### src/design/bvl_pkg.sv
// Package of constants, types and helpers for the bitwise logic vector unit
package bvl_pkg;

  // Operator choice, fixed at build time
  typedef enum logic [2:0] {BVL_AND, BVL_NAND, BVL_OR, BVL_NOR, BVL_XOR, BVL_XNOR} bvl_op_t;

  // Build-time limits
  localparam int unsigned BVL_MAX_IN  = 1024;
  localparam int unsigned BVL_FRAC_W  = 8;
  localparam int unsigned BVL_CNT_W   = 16;

  // Register offsets (byte addresses)
  localparam logic [7:0]  BVL_ADDR_CTRL = 8'h00;
  localparam logic [7:0]  BVL_ADDR_STAT = 8'h04;
  localparam logic [7:0]  BVL_ADDR_CONF = 8'h08;

  // Control fields and reset value
  localparam int unsigned BVL_CTRL_EN_BIT  = 0;
  localparam int unsigned BVL_CTRL_CLR_BIT = 1;
  localparam logic        BVL_CTRL_EN_RST  = 1'h1;

  // Config register field position
  localparam int unsigned BVL_CONF_PSC_LSB = 16;

  // AXI responses
  localparam logic [1:0]  BVL_RESP_OKAY   = 2'h0;
  localparam logic [1:0]  BVL_RESP_SLVERR = 2'h2;

  // Largest or smallest binary point among the first n operands
  function automatic int unsigned bvl_frac_ext(input logic [BVL_MAX_IN*BVL_FRAC_W-1:0] f,
                                               input int unsigned n, input bit want_max);
    int unsigned r;
    int unsigned v;
    r = f[BVL_FRAC_W-1:0];
    for (int unsigned i = 1; i < n; i++)
    begin
      v = f[i*BVL_FRAC_W +: BVL_FRAC_W];
      if (want_max ? (v > r) : (v < r))
        r = v;
    end
    return r;
  endfunction : bvl_frac_ext

endpackage : bvl_pkg

### src/design/bvl_lane_if.sv
// Interface carrying one lane's operands and result
`timescale 1ns/10ps
`default_nettype none
interface bvl_lane_if #(
  parameter int unsigned NUM_IN = 2,
  parameter int unsigned W      = 8,
  parameter int unsigned RW     = 8
);
  logic [NUM_IN*W-1:0] ops;
  logic [RW-1:0]       res;

  modport drv  (output ops, input res);
  modport lane (input ops, output res);
endinterface : bvl_lane_if
`default_nettype wire

### src/design/bvl_lane.sv
// One lane of the bitwise logic unit: alignment, operator, reduction
`timescale 1ns/10ps
`default_nettype none
module bvl_lane import bvl_pkg::*; #(
  parameter int unsigned NUM_IN  = 2,
  parameter int unsigned W       = 8,
  parameter int unsigned RW      = 8,
  parameter int unsigned MAXF    = 0,
  parameter bvl_op_t     OP      = BVL_AND,
  parameter bit          ALIGN_EN = 1'b1,
  parameter bit          ARITH_SIGNED = 1'b1,
  parameter logic [NUM_IN*BVL_FRAC_W-1:0] IN_FRAC = '0
)(
  bvl_lane_if.lane lane
);

  localparam bit INVERT = (OP == BVL_NAND) || (OP == BVL_NOR) || (OP == BVL_XNOR);

  // One step of the selected operator on a single bit pair
  function automatic logic op_bit(input logic a, input logic b);
    unique case (OP)
      BVL_AND:  return a & b;
      BVL_NAND: return ~(a & b);
      BVL_OR:   return a | b;
      BVL_NOR:  return ~(a | b);
      BVL_XOR:  return a ^ b;
      BVL_XNOR: return ~(a ^ b);
      default:  return 1'b0;
    endcase
  endfunction : op_bit

  logic [RW-1:0] acc;
  logic [RW-1:0] opnd;
  logic          red;

  // Align each operand and fold the operator across them
  always_comb
  begin
    int sh;
    int src;
    logic [W-1:0] x;
    sh   = 0;
    src  = 0;
    x    = '0;
    acc  = '0;
    opnd = '0;
    red  = 1'b0;
    if (NUM_IN == 1)
    begin
      // Chained from the lowest bit upward
      x   = lane.ops[W-1:0];
      red = x[0];
      for (int k = 1; k < W; k++)
        red = op_bit(red, x[k]);
    end
    else
    begin
      for (int i = 0; i < NUM_IN; i++)
      begin
        x  = lane.ops[i*W +: W];
        sh = ALIGN_EN ? int'(MAXF) - int'(IN_FRAC[i*BVL_FRAC_W +: BVL_FRAC_W]) : 0;
        // Zeros below the point, sign or zero above
        for (int b = 0; b < RW; b++)
        begin
          src = b - sh;
          if (src < 0)
            opnd[b] = 1'b0;
          else if (src < W)
            opnd[b] = x[src];
          else
            opnd[b] = ARITH_SIGNED ? x[W-1] : 1'b0;
        end
        if (i == 0)
          acc = opnd;
        else if (OP == BVL_AND || OP == BVL_NAND)
          acc = acc & opnd;
        else if (OP == BVL_OR || OP == BVL_NOR)
          acc = acc | opnd;
        else
          acc = acc ^ opnd;
      end
      if (INVERT)
        acc = ~acc;
    end
  end

  // Reduction gives one Boolean bit in bit 0
  assign lane.res = (NUM_IN == 1) ? RW'(red) : acc;

endmodule : bvl_lane
`default_nettype wire

### src/design/bvl_unit.sv
// Top of the bitwise logic vector unit with its register slave
`timescale 1ns/10ps
`default_nettype none
// Function
// - One build-time operator from six, bitwise applied
// - Operand count configurable from 1 to 1024
// - Single operand gives a one-bit reduction
// - Reduction chains from lowest bit upward
// - Reduction output is always Boolean
// - Align binary points by zero pad, sign extend
// - Process parallel samples per sample period
module bvl_unit import bvl_pkg::*; #(
  parameter int unsigned NUM_IN                = 2,
  parameter int unsigned W                     = 8,
  parameter int unsigned PARALLEL_SAMPLE_COUNT = 1,
  parameter bvl_op_t     OP                    = BVL_AND,
  parameter bit          ALIGN_EN              = 1'b1,
  parameter bit          ARITH_SIGNED          = 1'b1,
  parameter logic [NUM_IN*BVL_FRAC_W-1:0] IN_FRAC = '0,
  localparam int unsigned PSC  = PARALLEL_SAMPLE_COUNT,
  localparam int unsigned MAXF = ALIGN_EN ?
    bvl_frac_ext((BVL_MAX_IN*BVL_FRAC_W)'(IN_FRAC), NUM_IN, 1'b1) : 0,
  localparam int unsigned MINF = ALIGN_EN ?
    bvl_frac_ext((BVL_MAX_IN*BVL_FRAC_W)'(IN_FRAC), NUM_IN, 1'b0) : 0,
  localparam int unsigned RW   = W + MAXF - MINF
)(
  // Clock and reset
  input  wire logic                  clk_i,
  input  wire logic                  sys_rst_i,
  // Operand stream
  input  wire logic                  in_valid_i,
  input  wire logic [PSC*NUM_IN*W-1:0] operand_i,
  output logic                       out_valid_o,
  output logic [PSC*RW-1:0]          result_o,
  // AXI4-Lite write address and data
  input  wire logic                  s_axi_awvalid,
  output logic                       s_axi_awready,
  input  wire logic [7:0]            s_axi_awaddr,
  input  wire logic                  s_axi_wvalid,
  output logic                       s_axi_wready,
  input  wire logic [31:0]           s_axi_wdata,
  input  wire logic [3:0]            s_axi_wstrb,
  // AXI4-Lite write response
  output logic                       s_axi_bvalid,
  input  wire logic                  s_axi_bready,
  output logic [1:0]                 s_axi_bresp,
  // AXI4-Lite read
  input  wire logic                  s_axi_arvalid,
  output logic                       s_axi_arready,
  input  wire logic [7:0]            s_axi_araddr,
  output logic                       s_axi_rvalid,
  input  wire logic                  s_axi_rready,
  output logic [31:0]                s_axi_rdata,
  output logic [1:0]                 s_axi_rresp
);

  // Refuse configurations the datapath cannot serve
  if (NUM_IN < 1 || NUM_IN > BVL_MAX_IN)
  begin : g_bad_num_in
    $error("operand count out of range");
  end
  if (W < 1 || PSC < 1)
  begin : g_bad_width
    $error("width and parallel sample count must be at least one");
  end

  // Only the six operator codes are served
  if (OP > BVL_XNOR)
  begin : g_bad_op
    $error("operator code outside the six bitwise operators");
  end

  // The config register holds the lane count in sixteen bits
  if (PSC > 32'hFFFF)
  begin : g_bad_psc
    $error("parallel sample count too large for the config register");
  end

  // With alignment off every operand must share one binary point
  for (genvar i = 1; i < NUM_IN; i++)
  begin : g_frac_chk
    if (!ALIGN_EN && (IN_FRAC[i*BVL_FRAC_W +: BVL_FRAC_W] != IN_FRAC[BVL_FRAC_W-1:0]))
    begin : g_bad_frac
      $error("binary points differ while alignment is off");
    end
  end

  // Whole state of the unit
  typedef struct packed {
    logic                  aw_got;
    logic [7:0]            awaddr;
    logic                  w_got;
    logic [31:0]           wdata;
    logic [3:0]            wstrb;
    logic                  bvalid;
    logic [1:0]            bresp;
    logic                  rvalid;
    logic [31:0]           rdata;
    logic [1:0]            rresp;
    logic                  ctrl_en;
    logic [BVL_CNT_W-1:0]  count;
    logic                  out_valid;
    logic [PSC*RW-1:0]     result;
  } bvl_state_t;

  bvl_state_t st;
  bvl_state_t next_st;
  logic [PSC*RW-1:0] lane_res;

  // One lane per parallel sample
  for (genvar g = 0; g < PSC; g++)
  begin : g_lane
    bvl_lane_if #(.NUM_IN(NUM_IN), .W(W), .RW(RW)) lif ();
    assign lif.ops = operand_i[g*NUM_IN*W +: NUM_IN*W];
    assign lane_res[g*RW +: RW] = lif.res;
    bvl_lane #(
      .NUM_IN       (NUM_IN),
      .W            (W),
      .RW           (RW),
      .MAXF         (MAXF),
      .OP           (OP),
      .ALIGN_EN     (ALIGN_EN),
      .ARITH_SIGNED (ARITH_SIGNED),
      .IN_FRAC      (IN_FRAC)
    ) u_lane (
      .lane (lif.lane)
    );
  end

  // Handshake outputs straight from state
  assign s_axi_awready = !st.aw_got && !st.bvalid;
  assign s_axi_wready  = !st.w_got && !st.bvalid;
  assign s_axi_arready = !st.rvalid;
  assign s_axi_bvalid  = st.bvalid;
  assign s_axi_bresp   = st.bresp;
  assign s_axi_rvalid  = st.rvalid;
  assign s_axi_rdata   = st.rdata;
  assign s_axi_rresp   = st.rresp;
  assign out_valid_o   = st.out_valid;
  assign result_o      = st.result;

  // Next-state logic: bus slave, control and result stage
  always_comb
  begin
    next_st = st;
    // Address and data may arrive in either order
    if (s_axi_awvalid && s_axi_awready)
    begin
      next_st.aw_got = 1'b1;
      next_st.awaddr = s_axi_awaddr;
    end
    if (s_axi_wvalid && s_axi_wready)
    begin
      next_st.w_got = 1'b1;
      next_st.wdata = s_axi_wdata;
      next_st.wstrb = s_axi_wstrb;
    end
    // Perform the write once both halves are held
    if (st.aw_got && st.w_got)
    begin
      next_st.aw_got = 1'b0;
      next_st.w_got  = 1'b0;
      next_st.bvalid = 1'b1;
      next_st.bresp  = BVL_RESP_OKAY;
      if (st.awaddr == BVL_ADDR_CTRL)
      begin
        if (st.wstrb[0])
        begin
          next_st.ctrl_en = st.wdata[BVL_CTRL_EN_BIT];
          if (st.wdata[BVL_CTRL_CLR_BIT])
            next_st.count = '0;
        end
      end
      // Unmapped write address is refused, read-only words ignore it
      else if (st.awaddr != BVL_ADDR_STAT && st.awaddr != BVL_ADDR_CONF)
        next_st.bresp = BVL_RESP_SLVERR;
    end
    if (st.bvalid && s_axi_bready)
      next_st.bvalid = 1'b0;
    // Read answer one cycle after the address is taken
    if (s_axi_arvalid && s_axi_arready)
    begin
      next_st.rvalid = 1'b1;
      next_st.rresp  = BVL_RESP_OKAY;
      next_st.rdata  = '0;
      unique case (s_axi_araddr)
        BVL_ADDR_CTRL: next_st.rdata[BVL_CTRL_EN_BIT] = st.ctrl_en;
        BVL_ADDR_STAT: next_st.rdata[BVL_CNT_W-1:0] = st.count;
        BVL_ADDR_CONF:
        begin
          next_st.rdata[BVL_CONF_PSC_LSB +: 16] = 16'(PSC);
          next_st.rdata[15:0]                   = 16'(NUM_IN);
        end
        default:       next_st.rresp = BVL_RESP_SLVERR;
      endcase
    end
    else if (st.rvalid && s_axi_rready)
      next_st.rvalid = 1'b0;
    // Result stage; a new result in the same cycle as a counter clear counts from zero, leaving one
    next_st.out_valid = 1'b0;
    if (in_valid_i && st.ctrl_en)
    begin
      next_st.out_valid = 1'b1;
      next_st.result    = lane_res;
      next_st.count     = next_st.count + 1'b1;
    end
  end

  // State register
  always_ff @(posedge clk_i)
  begin
    if (sys_rst_i)
    begin
      // Everything clears except the enable, which comes up set
      st         <= '0;
      st.ctrl_en <= BVL_CTRL_EN_RST;
    end
    else
      st <= next_st;
  end

endmodule : bvl_unit
`default_nettype wire

### config.mk
export PLATFORM = sky130hd
export DESIGN_NAME = bvl_unit
export DESIGN_NICKNAME = d
export VERILOG_FILES = /design/src/design/bvl_pkg.sv /design/src/design/bvl_lane_if.sv /design/src/design/bvl_lane.sv /design/src/design/bvl_unit.sv
export SDC_FILE = /design/constraint.sdc
export NUM_CORES = 1
export LEC_CHECK = 0
export BUFFER_PORTS_ARGS = -buffer_cell sky130_fd_sc_hd__buf_4
export CAP_MARGIN = 10
export CORE_MARGIN = 2
export CORE_UTILIZATION = 47
export DETAILED_ROUTE_END_ITERATION = 10
export PLACE_DENSITY = 0.8
export SYNTH_ARGS = -nofsm -noshare
export SYNTH_HDL_FRONTEND = slang
export SYNTH_SLANG_ARGS = --single-unit
export TNS_END_PERCENT = 10
### constraint.sdc
create_clock -name clk_i -period 2.68 [get_ports clk_i]
set_clock_uncertainty 0.05 [all_clocks]
set_input_delay 0.402 -clock clk_i [delete_from_list [all_inputs] [get_ports clk_i]]
set_output_delay 0.402 -clock clk_i [all_outputs]
set_load 0.03 [all_outputs]
==> impl_metrics.yaml <==
outcome:
  outcome: "finished, final reports clean"
sta:
  hold_viol: 0
  tightest_slew_ns: 0.722
  maxSlewViolCount: 0
  relSlewSlack_pct: 51.8
  max_freq_mhz: 453
  rsz0062_at_grt: "no"
  setup_ws_ns: 0.475
  min_period_ns: 2.21
  setup_viol: 0
  finalSetupTns_ns: 0
  post-route-period-util_pct: 82.3
critical_path:
  r2r_slack_ns: 0.47
  crit_arrival_ns: 2.35
  cp-endpoint: "st[21]"
  cp_data_required_time_ns: 2.82
  r2r_start: "st[101]"
  r2r_end: "st[21]"
  start_kind: "flip-flop"
  crit_path_end_kind: "flip-flop"
  ff2ff_path_depth: 8
  crit_start: "st[101]"
  path_max_fanout: 7
  crit_type: "flip-flop to flip-flop"
cells_and_area:
  syn_to_final_growth_pct: 17.4
  drive_above_1_share_pct: 25.5
  multi_input_area_um2: 1180
  seq_area_um2: 1200
  diodes: 0
  nets: 445
  fillers: 537
  final_cells: 444
detailed_routing:
  drc_errors: 0
  drt_iter0_markers: 88
  finalWirelength_mm: 5.14
  wire_per_inst_um: 11.6
  ant_nets: 0
  drt_first_pass_iters: 4
  vias_per_cell: 4.96
  vias: 2202
place:
  port_buffers: 75
  post-place-ws_ns: 0.466
  placed_cells: 429
  hpwl_mm: 3.77
  globalplace.congestion: 0.762
yosys:
  ys_warn_count: 0
  muxShareOfSynthArea_pct: 1.91
  synthesis.area_um2: 2750
  synth.distinct_cells: 42
  synth_top_family_by_area: "simple AND/OR/NAND/NOR gates"
  avgSynthCellArea_um2: 8.57
  synth_xor_area_share_pct: 3.82
  synthAdderAreaFrac_pct: 0.455
  ys_ff_latch: 60
  synth-simple-area-share_pct: 23.9
  yosysSeqAreaShare_pct: 43.7
  synthesis.instances: 321
  synth_ff_type: "dfxtp_1"
  synthArstFlopShare_pct: 0
  synth_compound_area_share_pct: 10.5
  synth_edf_count: 0
cts:
  cts.clk_slew.worst_paths_ns: 0.06
  cts_made_buffers: 9
  ctsResizeCount: 0
  worstSkewPairLatency_ns: 0.33
  post_cts_buffers: 0
  cts_tree: "built"
  cts.sinks: 60
  cts-htree-levels: 3
  root_buffer: "clkbuf_8"
  holdBufCountCts: 0
  clock_path_buffers: 2
floorplan:
  die_area_um2: 6480
  io_pins: 126
  start_util_pct: 49.4
  die_y_um: 80.5
  num_rows: 27
  die_x_um: 80.5
  core_area_um2: 5570
pwr:
  p_int_mw: 1.39
  swShare_pct: 25.9
  p_switching_mw: 0.484
  vdd_drop_max_v: 0.000333
  powerDensity_nw_per_um2: 579
  p_leak_nw: 1.32
  p_clk_share_pct: 37.5
  power.share.sequential_pct: 50.2
  p_comb_share_pct: 12.3
grt:
  antenna_found_initial: 0
  grt_pass1_vias: 1978
  grt_overflow: 0
  grt_max_degree: 51
  track_usage_pct: 16.5
  grt_pass1_wl_mm: 8.38
worst_hold_path:
  hp-class: "primary input to flip-flop"
run:
  cap_violations: 0
## worst max-delay path: stages, from the launching register on
cell and delay [ns]:
dfxtp_1 0.32, nor4_2 0.37, nand4_1 0.33, and2_1 0.29, ha_1 0.21, nand4_1 0.20
nor4_1 0.10, xnor2_1 0.15, nor2_1 0.05
## area by class of cell
type | count | share of cell area, %
timing repair buffer | 76 | 17.7
multi-input combinational | 216 | 36.5
clock buffer | 13 | 4.92
inverter | 5 | 0.581
clock inverter | 2 | 0.310
tap | 72 | 2.79
sequential | 60 | 37.2
## logic make-up after synthesis
| group | after synthesis |
|---|---|
| adder cells (fa/ha/maj) | 1 |
| flip-flops | 60 |
| multiplexers | 5 |
| other | 1 |
| buffers and inverters | 61 |
| AND/OR/NAND/NOR | 134 |
| XOR/XNOR | 12 |
| AO/OA/AOI/OAI | 47 |
## routing by layer
layer | vias up | share of wire [%] | track usage, %
met5 | - | 0 | 0
met4 | 0 | 1.3 | 6.95
met3 | 7 | 5.8 | 4.94
met2 | 60 | 49 | 27.5
met1 | 1010 | 44 | 19.7
li1 | 1125 | - | -
## registers in the layout (all words and copies together), names as in the netlist
register      flops
out_valid_o       1
st               30
s_axi_rdata      17
s_axi_rvalid      1
result_o          8
s_axi_bresp       1
s_axi_bvalid      1
s_axi_rresp       1
## cell usage in the layout (no fill, tap or decap), drive strengths merged, types with 2 or more instances in the layout
cell,Yosys,layout
mux2,2,2
nor2,46,46
xnor2,11,11
mux2i,3,3
a21oi,25,25
nor3,5,5
nand2b,3,3
dfxtp,60,60
nor4,7,7
inv,5,5
conb,1,17
buf,47,76
a211oi,2,2
clkinv,0,2
a22oi,15,15
nand3,15,15
nand2,36,36
nand3b,2,2
nand4,7,7
and2,4,4
clkbuf,9,13
## cell usage after synthesis (2+ instances only)
master    count  area share [%]
buf_4        44              12
a22oi_1      15             4.1
and2_1        4            0.91
nor2_1       46             6.3
mux2_2        2            0.82
clkbuf_1      7            0.96
nand2b_1      3            0.68
nand4_1       7             1.6
nor4_1        5             1.1
dfxtp_1      60              44
nand2_1      35             4.8
a211oi_1      2            0.55
buf_6         2            0.82
clkbuf_8      2             1.0
xnor2_1      11             3.5
inv_1         5            0.68
nand3b_1      2            0.55
a21oi_1      25             4.5
mux2i_1       3             1.1
nor3_1        5            0.91
nand3_1      15             2.7
## how the worst min path moves through the flow
stage	from	endpoint	slack (ns)	cells after the start
after floorplan	result_o[5]	result_o[5]	0.38	2
after global placement	result_o[1]	result_o[1]	0.39	2
after detailed placement	result_o[1]	result_o[1]	0.39	2
after CTS	s_axi_wdata[0]	st[68]	0.24	3
after global routing	s_axi_wdata[0]	st[68]	0.25	3
final	s_axi_wdata[0]	st[68]	0.25	3
## metrics by stage
| step | instance area (µm²) | hold WS (ns) | total power, mW | util (%) |
|---|---|---|---|---|
| after floorplan | 2810 | 0.380 | 1.13 | - |
| after global placement | 3060 | 0.389 | 1.19 | 54.9 |
| after detailed placement | 3060 | 0.395 | 1.19 | 54.9 |
| after CTS | 3230 | 0.245 | 1.89 | 57.9 |
| after global routing | 3230 | 0.246 | 1.95 | 57.9 |
| final | 3230 | 0.252 | 1.87 | 57.9 |
## power groups by stage
| stage | sequential (mW) | clock [mW] | combinational [mW] |
|---|---|---|---|
| floorplan | 0.959 | 0 | 0.174 |
| global placement | 0.959 | 0 | 0.227 |
| detailed placement | 0.960 | 0 | 0.231 |
| CTS | 0.940 | 0.722 | 0.231 |
| global route | 0.944 | 0.760 | 0.251 |
| finish | 0.940 | 0.702 | 0.230 |
No activity file was read; power rests on OpenSTA's default activity.
